===== src/rtl/ctnc_pkg.sv =====
// Purpose: shared constants for the comm timeout and fieldbus config block
// Assumes: 32-bit classic Wishbone, 100 MHz core clock
// Notes:   offsets are byte addresses of aligned words
package ctnc_pkg;
	// ====================================================================
	// register offsets
	localparam logic [7:0] CTNC_OFS_TMO_CFG  = 8'h00; // mode, action, time
	localparam logic [7:0] CTNC_OFS_TMO_STAT = 8'h04; // timeout status
	localparam logic [7:0] CTNC_OFS_FB_CFG   = 8'h08; // node, rate, source
	localparam logic [7:0] CTNC_OFS_FB_CTRL  = 8'h0c; // reinit request
	localparam logic [7:0] CTNC_OFS_IP_ADDR  = 8'h10; // programmed ip
	localparam logic [7:0] CTNC_OFS_PREFIX   = 8'h14; // prefix length
	localparam logic [7:0] CTNC_OFS_ACT_IP   = 8'h18; // applied ip
	localparam logic [7:0] CTNC_OFS_ACT_MASK = 8'h1c; // applied mask
	localparam logic [7:0] CTNC_OFS_ACT_FB   = 8'h20; // applied fb settings
	// ====================================================================
	// field positions
	localparam int CTNC_POS_MODE   = 0;  // [1:0] trip mode
	localparam int CTNC_POS_ACTION = 4;  // [6:4] alarm action
	localparam int CTNC_POS_TIME   = 16; // [29:16] silent time, 0.1 s
	localparam int CTNC_POS_NODE   = 0;  // [7:0] node address
	localparam int CTNC_POS_RATE   = 8;  // [9:8] bit rate
	localparam int CTNC_POS_SRC    = 12; // [13:12] ip source
	// ====================================================================
	// reset values
	localparam logic [1:0]  CTNC_RST_MODE   = 2'h2;
	localparam logic [2:0]  CTNC_RST_ACTION = 3'h2;
	localparam logic [13:0] CTNC_RST_TIME   = 14'h0000;
	localparam logic [7:0]  CTNC_RST_NODE   = 8'h3f;
	localparam logic [1:0]  CTNC_RST_RATE   = 2'h3;
	localparam logic [1:0]  CTNC_RST_SRC    = 2'h1;
	localparam logic [31:0] CTNC_RST_IP     = 32'hc0a8000a;
	localparam logic [4:0]  CTNC_RST_PREFIX = 5'h18;
	localparam logic [13:0] CTNC_TIME_MAX   = 14'h270f; // 999.9 s
	localparam logic [2:0]  CTNC_ACTION_MAX = 3'h4;
	// ====================================================================
	// timing: one silent-time step is 0.1 s
	localparam int CTNC_STEP_MS     = 100;
	localparam int CTNC_CLK_MHZ     = 100;
	localparam int CTNC_STEP_CYCLES = CTNC_STEP_MS * 1000 * CTNC_CLK_MHZ;
	localparam int CTNC_REINIT_US   = 10;
	localparam int CTNC_REINIT_CYC  = CTNC_REINIT_US * CTNC_CLK_MHZ;
	// ====================================================================
	// encodings
	typedef enum logic [1:0] {
		CTNC_TRIP_NONE  = 2'h0,
		CTNC_TRIP_FAULT = 2'h1,
		CTNC_TRIP_ALARM = 2'h2
	} ctnc_trip_type;
	typedef enum logic [2:0] {
		CTNC_ACT_INDICATE = 3'h0,
		CTNC_ACT_RAMPSTOP = 3'h1,
		CTNC_ACT_DISABLE  = 3'h2,
		CTNC_ACT_LOCAL    = 3'h3,
		CTNC_ACT_REMOTE   = 3'h4
	} ctnc_action_type;
	localparam logic [1:0] CTNC_SRC_LOCAL = 2'h0;
	localparam logic [1:0] CTNC_RATE_AUTO = 2'h3;
	// control word bits
	localparam int CTNC_CW_RAMPSTOP = 0;
	localparam int CTNC_CW_DISABLE  = 1;
	localparam int CTNC_CW_LOCAL    = 2;
	localparam int CTNC_CW_REMOTE   = 3;
endpackage


===== src/rtl/ctnc_mask_decode.sv =====
// Purpose: expands a prefix length into a 32-bit subnet mask
// Assumes: prefix 1..31; 0 is reserved and yields an all-zero mask
// Notes:   combinational, one generate loop over the mask bits
`timescale 1ns/1ns
module ctnc_mask_decode
	import ctnc_pkg::*;
(
	input  wire logic [4:0]  prefixLen, // leading ones count
	output logic      [31:0] subnetMask // decoded mask
);
	// ====================================================================
	// bit i (from msb) is one when its position is below the prefix
	genvar i;
	generate
		for (i = 0; i < 32; i++) begin : g_bit
			assign subnetMask[31 - i] = (6'(i) < {1'b0, prefixLen});
		end
	endgenerate
endmodule


===== src/rtl/ctnc_silence_timer.sv =====
// Purpose: serial-link silence timer in 0.1 s steps
// Assumes: telegramOk is a one-cycle pulse on core_clk
// Notes:   arms on first valid telegram; limit 0 disables
`timescale 1ns/1ns
module ctnc_silence_timer
	import ctnc_pkg::*;
#(
	parameter int STEP_CYCLES = CTNC_STEP_CYCLES // cycles per 0.1 s
) (
	input  wire logic        core_clk,   // clock
	input  wire logic        rst,        // sync reset
	input  wire logic        telegramOk, // valid telegram pulse
	input  wire logic [13:0] limit,      // silent time, 0.1 s units
	output logic             expired     // silence exceeded, level
);
	logic        armed_reg;
	logic [31:0] prescale_reg;
	logic [13:0] steps_reg;
	logic        tick;

	// ====================================================================
	// timer arms on the first telegram
	always_ff @(posedge core_clk) begin
		if (rst)
			armed_reg <= 1'b0;
		else if (telegramOk)
			armed_reg <= 1'b1;
	end

	// step prescaler restarts with every telegram
	assign tick = (prescale_reg == 32'(STEP_CYCLES - 1));
	always_ff @(posedge core_clk) begin
		if (rst || telegramOk || !armed_reg)
			prescale_reg <= 32'h0;
		else if (tick)
			prescale_reg <= 32'h0;
		else
			prescale_reg <= prescale_reg + 32'h1;
	end

	// step counter saturates one past the limit
	always_ff @(posedge core_clk) begin
		if (rst || telegramOk || !armed_reg)
			steps_reg <= 14'h0;
		else if (tick && steps_reg <= limit)
			steps_reg <= steps_reg + 14'h1;
	end

	// longer than the limit, and never with limit zero
	assign expired = armed_reg && (limit != 14'h0) && (steps_reg > limit);
endmodule


===== src/rtl/ctnc_top.sv =====
// Purpose: comm timeout supervision and fieldbus config register bank
// Assumes: classic Wishbone slave, 32-bit data, one clock, sync reset
// Notes:   applied fieldbus settings change only on reinit, except fbRateUsed, which tracks isDevicenet every cycle
//
// Decided for this implementation: the Wishbone slave port and the address map.
`timescale 1ns/1ns
module ctnc_top
	import ctnc_pkg::*;
#(
	parameter int STEP_CYCLES   = CTNC_STEP_CYCLES, // cycles per 0.1 s
	parameter int REINIT_CYCLES = CTNC_REINIT_CYC   // reinit duration
) (
	input  wire logic        core_clk,     // 100 MHz clock
	input  wire logic        rst,          // sync reset, active high
	input  wire logic        wb_cyc_i,     // wishbone cycle
	input  wire logic        wb_stb_i,     // wishbone strobe
	input  wire logic        wb_we_i,      // wishbone write enable
	input  wire logic [7:0]  wb_adr_i,     // byte address
	input  wire logic [3:0]  wb_sel_i,     // byte lanes
	input  wire logic [31:0] wb_dat_i,     // write data
	output logic      [31:0] wb_dat_o,     // read data
	output logic             wb_ack_o,     // acknowledge
	input  wire logic        telegramOk,   // valid serial telegram pulse
	input  wire logic        motorStopped, // motor at standstill
	input  wire logic        isDevicenet,  // fitted module type
	output logic             serial_timeout_fault, // fault, level
	output logic             serial_timeout_alarm, // alarm, level
	output logic             motorDisable, // disable motor
	output logic      [3:0]  slotCtrlWord, // serial slot command bits
	output logic             fbReinit,     // module in reinit
	output logic      [7:0]  fbNode,       // applied node address
	output logic      [1:0]  fbRate,       // applied bit rate
	output logic             fbRateUsed,   // rate valid for module
	output logic      [1:0]  ipSource,     // applied ip source
	output logic      [31:0] ipAddr,       // applied ip, 0 unless local
	output logic      [31:0] ipMask        // applied mask, 0 unless local
);
	// settings
	logic [1:0]  timeout_trip_mode_reg;
	logic [2:0]  timeout_alarm_action_reg;
	logic [13:0] timeout_silent_time_reg;
	logic [7:0]  fieldbus_node_address_reg;
	logic [1:0]  fieldbus_bit_rate_reg;
	logic [1:0]  ip_source_select_reg;
	logic [31:0] ip_addr_setting_reg;
	logic [4:0]  prefix_length_setting_reg;
	logic        fieldbus_reinit_request_reg;
	logic [31:0] reinitCnt_reg;
	logic        telegramSeen_reg;
	logic        reinitDone;
	logic        expired;
	logic [31:0] maskDecoded;
	logic        wbReq;
	logic        wrTake;
	logic [31:0] rdData;
	logic [13:0] timeWr;
	logic [2:0]  actWr;

	// ====================================================================
	// bus access: one wait cycle, ack high for one cycle
	assign wbReq  = wb_cyc_i && wb_stb_i;
	assign wrTake = wbReq && wb_we_i && !wb_ack_o;
	always_ff @(posedge core_clk) begin
		if (rst)
			wb_ack_o <= 1'b0;
		else
			wb_ack_o <= wbReq && !wb_ack_o;
	end

	// write time clamped to its maximum; an out-of-range action keeps the old value
	assign timeWr = (wb_dat_i[CTNC_POS_TIME +: 14] > CTNC_TIME_MAX) ?
		CTNC_TIME_MAX : wb_dat_i[CTNC_POS_TIME +: 14];
	assign actWr = (wb_dat_i[CTNC_POS_ACTION +: 3] > CTNC_ACTION_MAX) ?
		timeout_alarm_action_reg : wb_dat_i[CTNC_POS_ACTION +: 3];

	// ====================================================================
	// timeout configuration register
	always_ff @(posedge core_clk) begin
		if (rst) begin
			timeout_trip_mode_reg    <= CTNC_RST_MODE;
			timeout_alarm_action_reg <= CTNC_RST_ACTION;
			timeout_silent_time_reg  <= CTNC_RST_TIME;
		end else if (wrTake && wb_adr_i == CTNC_OFS_TMO_CFG) begin
			if (wb_sel_i[0]) begin
				if (wb_dat_i[CTNC_POS_MODE +: 2] != 2'h3)
					timeout_trip_mode_reg <= wb_dat_i[CTNC_POS_MODE +: 2];
				timeout_alarm_action_reg <= actWr;
			end
			if (wb_sel_i[2] && wb_sel_i[3])
				timeout_silent_time_reg <= timeWr;
		end
	end

	// fieldbus configuration, stored but not yet applied
	always_ff @(posedge core_clk) begin
		if (rst) begin
			fieldbus_node_address_reg <= CTNC_RST_NODE;
			fieldbus_bit_rate_reg     <= CTNC_RST_RATE;
			ip_source_select_reg      <= CTNC_RST_SRC;
		end else if (wrTake && wb_adr_i == CTNC_OFS_FB_CFG) begin
			if (wb_sel_i[0])
				fieldbus_node_address_reg <= wb_dat_i[CTNC_POS_NODE +: 8];
			if (wb_sel_i[1]) begin
				fieldbus_bit_rate_reg <= wb_dat_i[CTNC_POS_RATE +: 2];
				if (wb_dat_i[CTNC_POS_SRC +: 2] != 2'h3)
					ip_source_select_reg <= wb_dat_i[CTNC_POS_SRC +: 2];
			end
		end
	end

	// ip address and prefix settings
	genvar b;
	generate
		for (b = 0; b < 4; b++) begin : g_iplane
			always_ff @(posedge core_clk) begin
				if (rst)
					ip_addr_setting_reg[8*b +: 8] <= CTNC_RST_IP[8*b +: 8];
				else if (wrTake && wb_adr_i == CTNC_OFS_IP_ADDR && wb_sel_i[b])
					ip_addr_setting_reg[8*b +: 8] <= wb_dat_i[8*b +: 8];
			end
		end
	endgenerate

	// prefix 0 is reserved and refused
	always_ff @(posedge core_clk) begin
		if (rst)
			prefix_length_setting_reg <= CTNC_RST_PREFIX;
		else if (wrTake && wb_adr_i == CTNC_OFS_PREFIX && wb_sel_i[0]
			&& wb_dat_i[4:0] != 5'h0 && wb_dat_i[7:5] == 3'h0)
			prefix_length_setting_reg <= wb_dat_i[4:0];
	end

	// ====================================================================
	// reinit request: accepted only while stopped, clears when done
	assign reinitDone = (reinitCnt_reg == 32'(REINIT_CYCLES - 1));
	always_ff @(posedge core_clk) begin
		if (rst)
			fieldbus_reinit_request_reg <= 1'b0;
		else if (wrTake && wb_adr_i == CTNC_OFS_FB_CTRL && wb_sel_i[0]
			&& wb_dat_i[0] && motorStopped && !fieldbus_reinit_request_reg)
			fieldbus_reinit_request_reg <= 1'b1;
		else if (reinitDone)
			fieldbus_reinit_request_reg <= 1'b0;
	end

	// reinit duration counter
	always_ff @(posedge core_clk) begin
		if (rst || !fieldbus_reinit_request_reg || reinitDone)
			reinitCnt_reg <= 32'h0;
		else
			reinitCnt_reg <= reinitCnt_reg + 32'h1;
	end

	// comms held off during reinit
	always_ff @(posedge core_clk) begin
		if (rst)
			fbReinit <= 1'b0;
		else
			fbReinit <= fieldbus_reinit_request_reg;
	end

	// applied settings latch at end of reinit (or reset = power up); fbRateUsed follows isDevicenet every cycle
	always_ff @(posedge core_clk) begin
		if (rst) begin
			fbNode     <= CTNC_RST_NODE;
			fbRate     <= CTNC_RST_RATE;
			fbRateUsed <= 1'b0;
			ipSource   <= CTNC_RST_SRC;
			ipAddr     <= 32'h0;
			ipMask     <= 32'h0;
		end else begin
			fbRateUsed <= isDevicenet;
			if (reinitDone) begin
				fbNode   <= fieldbus_node_address_reg;
				fbRate   <= fieldbus_bit_rate_reg;
				ipSource <= ip_source_select_reg;
				ipAddr   <= (ip_source_select_reg == CTNC_SRC_LOCAL) ?
					ip_addr_setting_reg : 32'h0;
				ipMask   <= (ip_source_select_reg == CTNC_SRC_LOCAL) ?
					maskDecoded : 32'h0;
			end
		end
	end

	ctnc_mask_decode u_mask (
		.prefixLen  (prefix_length_setting_reg),
		.subnetMask (maskDecoded)
	);

	// ====================================================================
	// serial silence supervision
	ctnc_silence_timer #(
		.STEP_CYCLES (STEP_CYCLES)
	) u_timer (
		.core_clk   (core_clk),
		.rst        (rst),
		.telegramOk (telegramOk),
		.limit      (timeout_silent_time_reg),
		.expired    (expired)
	);

	// first telegram seen, tracked apart from the timer for the checks
	always_ff @(posedge core_clk) begin
		if (rst)
			telegramSeen_reg <= 1'b0;
		else if (telegramOk)
			telegramSeen_reg <= 1'b1;
	end

	// trip outputs follow mode
	always_ff @(posedge core_clk) begin
		if (rst) begin
			serial_timeout_fault <= 1'b0;
			serial_timeout_alarm <= 1'b0;
			motorDisable         <= 1'b0;
		end else begin
			serial_timeout_fault <= expired &&
				timeout_trip_mode_reg == CTNC_TRIP_FAULT;
			motorDisable <= expired &&
				timeout_trip_mode_reg == CTNC_TRIP_FAULT;
			serial_timeout_alarm <= expired &&
				timeout_trip_mode_reg == CTNC_TRIP_ALARM;
		end
	end

	// alarm action onto slot command bits
	always_ff @(posedge core_clk) begin
		if (rst)
			slotCtrlWord <= 4'h0;
		else if (expired && timeout_trip_mode_reg == CTNC_TRIP_ALARM) begin
			slotCtrlWord <= 4'h0;
			unique case (timeout_alarm_action_reg)
				CTNC_ACT_RAMPSTOP: slotCtrlWord[CTNC_CW_RAMPSTOP] <= 1'b1;
				CTNC_ACT_DISABLE:  slotCtrlWord[CTNC_CW_DISABLE] <= 1'b1;
				CTNC_ACT_LOCAL:    slotCtrlWord[CTNC_CW_LOCAL] <= 1'b1;
				CTNC_ACT_REMOTE:   slotCtrlWord[CTNC_CW_REMOTE] <= 1'b1;
				default:           slotCtrlWord <= 4'h0;
			endcase
		end else
			slotCtrlWord <= 4'h0;
	end

	// ====================================================================
	// read mux; unmapped reads return zero
	always_comb begin
		rdData = 32'h0;
		unique case (wb_adr_i)
			CTNC_OFS_TMO_CFG: begin
				rdData[CTNC_POS_MODE +: 2]   = timeout_trip_mode_reg;
				rdData[CTNC_POS_ACTION +: 3] = timeout_alarm_action_reg;
				rdData[CTNC_POS_TIME +: 14]  = timeout_silent_time_reg;
			end
			CTNC_OFS_TMO_STAT: rdData[1:0] = {serial_timeout_alarm,
				serial_timeout_fault};
			CTNC_OFS_FB_CFG: begin
				rdData[CTNC_POS_NODE +: 8] = fieldbus_node_address_reg;
				rdData[CTNC_POS_RATE +: 2] = fieldbus_bit_rate_reg;
				rdData[CTNC_POS_SRC +: 2]  = ip_source_select_reg;
			end
			CTNC_OFS_FB_CTRL:  rdData[0] = fieldbus_reinit_request_reg;
			CTNC_OFS_IP_ADDR:  rdData = ip_addr_setting_reg;
			CTNC_OFS_PREFIX:   rdData[4:0] = prefix_length_setting_reg;
			CTNC_OFS_ACT_IP:   rdData = ipAddr;
			CTNC_OFS_ACT_MASK: rdData = ipMask;
			CTNC_OFS_ACT_FB: begin
				rdData[CTNC_POS_NODE +: 8] = fbNode;
				rdData[CTNC_POS_RATE +: 2] = fbRate;
				rdData[CTNC_POS_SRC +: 2]  = ipSource;
			end
			default: rdData = 32'h0;
		endcase
	end

	// read data registered with ack
	always_ff @(posedge core_clk) begin
		if (rst)
			wb_dat_o <= 32'h0;
		else if (wbReq && !wb_ack_o && !wb_we_i)
			wb_dat_o <= rdData;
	end

	// ====================================================================
	// checks
	// trip outputs against the mode and action
	a_fault_mode: assert property (@(posedge core_clk)
		disable iff (rst)
		serial_timeout_fault |-> motorDisable && !serial_timeout_alarm)
		else $error("fault without motor disable");
	a_alarm_gate: assert property (@(posedge core_clk)
		disable iff (rst)
		(slotCtrlWord != 4'h0) |-> $past(timeout_trip_mode_reg) == 2'h2)
		else $error("action outside alarm mode");
	a_action_onehot: assert property (@(posedge core_clk)
		disable iff (rst)
		(serial_timeout_alarm && $past(timeout_alarm_action_reg) != 3'h0)
		|-> $onehot(slotCtrlWord))
		else $error("alarm action not one command bit");
	// silence timer seen through its expired output and the trip outputs
	a_no_trip_zero: assert property (@(posedge core_clk)
		disable iff (rst)
		($past(timeout_silent_time_reg) == 14'h0)
		|-> !serial_timeout_fault && !serial_timeout_alarm)
		else $error("trip with zero silent time");
	a_armed_first: assert property (@(posedge core_clk)
		disable iff (rst)
		$rose(expired) |-> !$past(telegramOk))
		else $error("trip right at telegram");
	a_wait_first: assert property (@(posedge core_clk)
		disable iff (rst)
		!telegramSeen_reg |-> !serial_timeout_fault && !serial_timeout_alarm)
		else $error("trip before first telegram");
	// reinit handshake and applied settings
	a_reinit_gate: assert property (@(posedge core_clk)
		disable iff (rst)
		$rose(fieldbus_reinit_request_reg) |-> $past(motorStopped))
		else $error("reinit while running");
	a_reinit_clear: assert property (@(posedge core_clk)
		disable iff (rst)
		reinitDone |=> !fieldbus_reinit_request_reg)
		else $error("reinit did not self clear");
	a_apply_reinit: assert property (@(posedge core_clk)
		disable iff (rst)
		$changed(fbRate) |-> $past(reinitDone))
		else $error("rate applied without reinit");
	a_apply_hold: assert property (@(posedge core_clk)
		disable iff (rst)
		($changed(fbNode) || $changed(ipSource) || $changed(ipAddr)
		|| $changed(ipMask)) |-> $past(reinitDone))
		else $error("setting applied without reinit");
	a_ip_local: assert property (@(posedge core_clk)
		disable iff (rst)
		(ipSource != 2'h0) |-> ipAddr == 32'h0 && ipMask == 32'h0)
		else $error("ip applied when not local");
	a_prefix_res: assert property (@(posedge core_clk)
		disable iff (rst)
		prefix_length_setting_reg != 5'h0)
		else $error("reserved prefix stored");
endmodule


===== config.mk =====
export PLATFORM = sky130hd
export DESIGN_NAME = ctnc_top
export DESIGN_NICKNAME = d
export VERILOG_FILES = /design/src/rtl/ctnc_pkg.sv /design/src/rtl/ctnc_mask_decode.sv /design/src/rtl/ctnc_silence_timer.sv /design/src/rtl/ctnc_top.sv
export SDC_FILE = /design/constraint.sdc
export NUM_CORES = 1
export LEC_CHECK = 0
export BUFFER_PORTS_ARGS = -buffer_cell sky130_fd_sc_hd__buf_2
export CAP_MARGIN = 20
export CORE_ASPECT_RATIO = 0.7
export CORE_MARGIN = 3
export CORE_UTILIZATION = 58
export DETAILED_ROUTE_END_ITERATION = 12
export GPL_TIMING_DRIVEN = 0
export PLACE_DENSITY_LB_ADDON = 0.1
export REMOVE_ABC_BUFFERS = 1
export SLEW_MARGIN = 20
export SYNTH_ARGS = -nofsm -noshare
export SYNTH_HDL_FRONTEND = slang
export SYNTH_SLANG_ARGS = --single-unit
export TNS_END_PERCENT = 10

===== constraint.sdc =====
create_clock -name core_clk -period 4.8 [get_ports core_clk]
set_clock_uncertainty 0.1 [all_clocks]
set_input_delay 0.48 -clock core_clk [delete_from_list [all_inputs] [get_ports core_clk]]
set_output_delay 0.48 -clock core_clk [all_outputs]
set_load 0.1 [all_outputs]

==> results of run 1 <==
-- power by group through the flow --
| stage | logic (W) | registers (W) | clock network, W |
|---|---|---|---|
| after floorplan | 0.0000416 | 0.00229 | 0 |
| after global placement | 0.000163 | 0.00225 | 0 |
| after detailed placement | 0.000173 | 0.00225 | 0 |
| after CTS | 0.000174 | 0.00220 | 0.00219 |
| after global routing | 0.000188 | 0.00220 | 0.00229 |
| final | 0.000179 | 0.00220 | 0.00217 |
-- worst max path at each step --
stage | cells past startpoint | slack [ns] | end | from
after global routing | 5 | 0.86 | reinitCnt_reg[24] | reinitCnt_reg[20]
after global placement | 6 | -1.49 | timeout_silent_time_reg[0] | wb_adr_i[2]
after floorplan | 5 | 1.20 | timeout_silent_time_reg[10] | wb_adr_i[2]
after CTS | 5 | 1.04 | reinitCnt_reg[29] | reinitCnt_reg[20]
final | 5 | 1.07 | reinitCnt_reg[29] | reinitCnt_reg[20]
after detailed placement | 5 | 1.05 | reinitCnt_reg[28] | reinitCnt_reg[20]
-- cells in the mapped netlist, types with 3 or more instances --
library cell and count:
nor2b_1 6, a21oi_1 132, nand4_1 28, mux2i_1 8, clkbuf_1 77, buf_2 9, or2_2 4, buf_6 3
dfxtp_1 264, nor3b_1 3, o211ai_1 5, o21ai_0 36, a22oi_1 57, nand3_1 88, o31ai_1 13, or4_1 16
a222oi_1 9, and2_1 14, xor2_1 33, nand2_1 201, a211o_1 4, a311oi_1 3, nand3b_1 15, or3_1 3
nor4_1 15, nor2_1 169, nor4b_1 12, a211oi_1 15, inv_1 27, xnor2_1 25, and3_1 22, ha_1 17
and4_1 7, a221oi_1 9, o221a_2 7, nand2b_1 3, nor3_1 34
-- logic make-up (layout without fill, tap and decap cells) --
logic type	Yosys count	after routing	synth area share [%]
muxes	8	8	0.685
and+or+nand+nor	654	654	27.0
AOI/OAI and AO/OA	306	306	16.7
buffers and inverters	120	257	4.20
DFF	264	264	45.2
xor gates and xnor gates	58	58	4.34
adders and majority gates	17	17	1.82
other	1	6	0.0321
-- final cells by class --
cell class                      count  area (um2)  area share [%]
Antenna cell                        5        12.5          0.0915
Clock buffer                       31         688            5.03
Timing Repair Buffer              184        1060            7.77
Sequential cell                   264        5290            38.6
Tap cell                          264         330            2.42
Multi-Input combinational cell   1044        5980            43.7
Clock inverter                     15         214            1.56
Inverter                           27         101           0.741
-- through the flow --
step	utilization (%)	setup WS [ns]	total power [W]
after global placement	64.5	-1.49	0.00241
after CTS	70.6	1.04	0.00456
final	70.7	1.07	0.00455
after floorplan	-	1.20	0.00233
after global routing	70.7	0.859	0.00467
after detailed placement	66.0	1.05	0.00242
-- layer usage --
layer	GRT usage, %	routed length, um	up-vias
li1	-	-	5334
met1	47.5	15900	5310
met2	43.3	14500	680
met3	8.20	4320	78
met4	9.26	934	2
met5	1.62	46	-
==> impl_metrics.json, run 1 <==
{
  "critical_path_buf_inv_count": 0,
  "min_from": "isDevicenet",
  "die_width_um": 176,
  "yosysTopAreaCell": "dfxtp_1",
  "ys.flop_type": "dfxtp_1",
  "fillers": 1614,
  "dp_hpwl_mm": 24.7,
  "grt_max_degree": 99,
  "relSlewSlack_pct": 18.4,
  "area_delta_synth_final_pct": 16.9,
  "drc_errors": 0,
  "synth_top_area_share_pct": 45.2,
  "maxCapViolations": 0,
  "timing.hold.ws_ns": 0.0575,
  "setup_tns_ns": 0,
  "first_global_vias": 10500,
  "cts_resized": 0,
  "setup_viol": 0,
  "num_io_pins": 170,
  "drv_slew": 0,
  "cp_top_family": "simple AND/OR/NAND/NOR gates",
  "worst_path_largest_cell_delay_ns": 0.99,
  "r2r_cells": 5,
  "r2r-end": "reinitCnt_reg[29]",
  "die_h_um": 125,
  "synth_cell_types": 65,
  "dp_cells": 1783,
  "hold_end": "fbRateUsed",
  "die_area_um2": 21900,
  "reg2reg_slack_ns": 1.07,
  "cp-start-kind": "register",
  "synth.avg_cell_area_um2": 8.19,
  "worstPathCellList": "or4_1 -> or4_4 -> or4_4 -> nand2_1 -> nor2_1",
  "core_area_um2": 19300,
  "sw_frac_of_total_pct": 22.4,
  "drtPass1Iterations": 7,
  "rr_startpoint": "reinitCnt_reg[20]",
  "drt_iter0_drc": 1724,
  "synth_warnings": 0,
  "worstMarginPinSlew_ns": 1.22,
  "synthCells": 1428,
  "std_cell_rows": 42,
  "max_clock_freq_ghz": 0.268,
  "crit_top_cell": "or4_4",
  "hold_path_depth": 2,
  "nets": 1615,
  "cpMaxStageDelayCell": "nand2_1",
  "synthesis.area_um2": 11700,
  "cts_hold_buf": 0,
  "min_path_type": "in -> reg",
  "totalWireLength_mm": 35.7,
  "peakVddDrop_uv": 226,
  "grtUsageTotal_pct": 31.4,
  "io_buffers": 168,
  "ant_nets": 0,
  "status": "finished, final reports clean",
  "grt_pass1_wl_mm": 56.6,
  "ys_ff_latch": 264,
  "vias": 11400,
  "routedWlPerCell_um": 19.5,
  "avgViaCountPerCell": 6.22,
  "mostFrequentLayoutCells": "dfxtp_1, nand2_1, buf_2",
  "final_common_cell": "dfxtp_1",
  "cts.clk_slew.worst_paths_ns": 0.07,
  "cts.sinks": 264,
  "synthTopCellsByArea": "dfxtp_1, nand2_1, a21oi_1",
  "power.internal_w": 0.00353,
  "gp_congestion": 0.919,
  "power.leakage_nw": 5.07,
  "grt.overflow.total": 0,
  "power_density_nw_per_um2": 333,
  "async_reset_ff_share_pct": 0,
  "arrival_ns": 4.00,
  "cts-buffers-inserted": 25,
  "cts_setup_buffers": 0,
  "fin_area_um2": 13700,
  "criticalPathCategory": "reg -> reg",
  "p_switching_w": 0.00102,
  "cts_buffer_depth": 3,
  "rsz0062_at_grt": "no",
  "seq_area_frac_synth_pct": 45.2,
  "pwr-share-comb_pct": 3.9,
  "cp.required_ns": 5.07,
  "timing.critical_path.fanout_max": 98,
  "fin_crit_ns": 3.73,
  "instances_no_fill": 1834,
  "antenna_found_initial": 5,
  "cts_tree": "built",
  "p_seq_share_pct": 48.3,
  "initial_core_util_pct": 60.5,
  "postPlaceCellArea_um2": 12800,
  "finalCritPeriodShare_pct": 77.8,
  "hold_viol": 0,
  "pwr-share-clk_pct": 47.7,
  "synth_edf_count": 0,
  "endpoint_kind": "register",
  "drive_gt1_share_pct": 16.3,
  "cts-root-buf": "clkbuf_16",
  "insertion_delay_ns": 0.53,
  "h-tree-depth": 1
}
No activity file was read; power rests on OpenSTA's default activity.
==> run 2: changes to the inputs <==
CORE_UTILIZATION = 57   (was 58)
clock period = 3.6 ns   (was 4.8 ns; I/O delays follow)
==> impl_metrics.json, run 2 (synthesized netlist as in run 1, its figures left out) <==
{
  "grt_pass1_wl_mm": 56.7,
  "fin_ws_ns": 0.303,
  "cp-start-kind": "register",
  "cts-root-buf": "clkbuf_16",
  "hold_viol": 0,
  "totalWireLength_mm": 36.1,
  "r2r-end": "u_timer.prescale_reg[3]",
  "dp_cells": 1791,
  "drc_errors": 0,
  "vias": 11500,
  "setup_viol": 0,
  "drtPass1Iterations": 6,
  "r2r_cells": 5,
  "std_cell_rows": 43,
  "routedWlPerCell_um": 19.5,
  "criticalPathCategory": "reg -> reg",
  "io_buffers": 168,
  "status": "finished, final reports clean",
  "die_h_um": 126,
  "dpl_worst_slack_ns": -0.167,
  "reg2reg_slack_ns": 0.30,
  "instances_no_fill": 1851,
  "maxCapViolations": 0,
  "cts_setup_buffers": 0,
  "core_area_um2": 20000,
  "gp_congestion": 0.917,
  "cts-buffers-inserted": 25,
  "drive_gt1_share_pct": 16.3,
  "min_from": "wb_dat_i[9]",
  "startpoint": "u_timer.prescale_reg[0]",
  "timing.hold.ws_ns": 0.00605,
  "relSlewSlack_pct": 15.7,
  "final_core_util_pct": 69.2,
  "timing.critical_path.fanout_max": 29,
  "num_io_pins": 170,
  "mostFrequentLayoutCells": "dfxtp_1, nand2_1, buf_2",
  "cpMaxStageDelayCell": "or4_1",
  "worst_path_largest_cell_delay_ns": 0.99,
  "first_global_vias": 10500,
  "hold_path_depth": 3,
  "arrival_ns": 3.56,
  "cts.sinks": 264,
  "dp_hpwl_mm": 24.9,
  "cts_tree": "built",
  "drt_iter0_drc": 1328,
  "finalCritPeriodShare_pct": 91.6,
  "avgViaCountPerCell": 6.20,
  "insertion_delay_ns": 0.53,
  "peakVddDrop_uv": 307,
  "grt_max_degree": 99,
  "h-tree-depth": 1,
  "grt.overflow.total": 0,
  "power.leakage_nw": 5.14,
  "die_area_um2": 22300,
  "cts_buffer_depth": 3,
  "power_density_nw_per_um2": 437,
  "drv_slew": 0,
  "worstMarginPinSlew_ns": 1.25,
  "area_delta_synth_final_pct": 18.1,
  "rsz0062_at_grt": "no",
  "cp.required_ns": 3.86,
  "ant_nets": 0,
  "antenna_found_initial": 2,
  "rr_startpoint": "u_timer.prescale_reg[0]",
  "max_clock_freq_ghz": 0.303,
  "die_width_um": 177,
  "grtUsageTotal_pct": 31.3,
  "min_path_type": "in -> reg",
  "cts.clk_slew.worst_paths_ns": 0.06,
  "hold_end": "ip_addr_setting_reg[9]",
  "endpoint_kind": "register",
  "fin_crit_ns": 3.30,
  "initial_core_util_pct": 58.6,
  "nets": 1631,
  "final_common_cell": "dfxtp_1",
  "worstPathCellList": "ha_1 -> nand4_1 -> or4_1 -> nand2_1 -> nor2_1"
}
[run 2: power by group]
| part | switching (W) | internal [W] |
|---|---|---|
| clock network | 0.00114 | 0.00171 |
| logic | 0.000183 | 0.0000682 |
| registers | 0.00000495 | 0.00293 |
| total | 0.00133 | 0.00471 |
[run 2: metrics by stage]
step	area (um2)	power, W	TNS [ns]
after global routing	13800	0.00618	0
final	13800	0.00604	0
after detailed placement	12800	0.00323	-4.59
after floorplan	11300	0.00311	0
after global placement	12500	0.00322	-268.93
after CTS	13800	0.00605	0
[run 2: layout make-up]
class	instances	area, um2
Fill cell	1655	6140
Clock inverter	13	190
Inverter	27	101
Tap cell	270	338
Sequential cell	264	5290
Multi-Input combinational cell	1044	5990
Timing Repair Buffer	200	1220
Antenna cell	1	2.50
Clock buffer	32	692
[run 2: worst max-delay path, delay by kind of cell (launching register included)]
kind          cells  cell delay [ns]
flops             1             0.38
simple gates      4             2.40
fa+ha+maj         1             0.23
[run 2: metal layers]
layer	routed length, um	GRT usage, %	vias up
li1	-	-	5371
met1	16200	46.0	5404
met2	14900	45.0	633
met3	4280	10.0	60
met4	696	6.60	2
met5	11	0	-
[run 2: worst max path at each step]
stage                                  endpoint  cells past startpoint
floorplan            timeout_silent_time_reg[2]                      5
global placement     timeout_silent_time_reg[1]                      6
detailed placement            reinitCnt_reg[18]                      5
CTS                 fieldbus_reinit_request_reg                      5
global route            u_timer.prescale_reg[3]                      5
finish                  u_timer.prescale_reg[3]                      5
[run 2: timing repair]
action | 4_1_cts | 5_1_grt
hold buffers | 13 | 0
endpoints found under the hold margin | 14 | 0
endpoints found under the setup margin | 31 | 0
resized for setup | 1 | 0
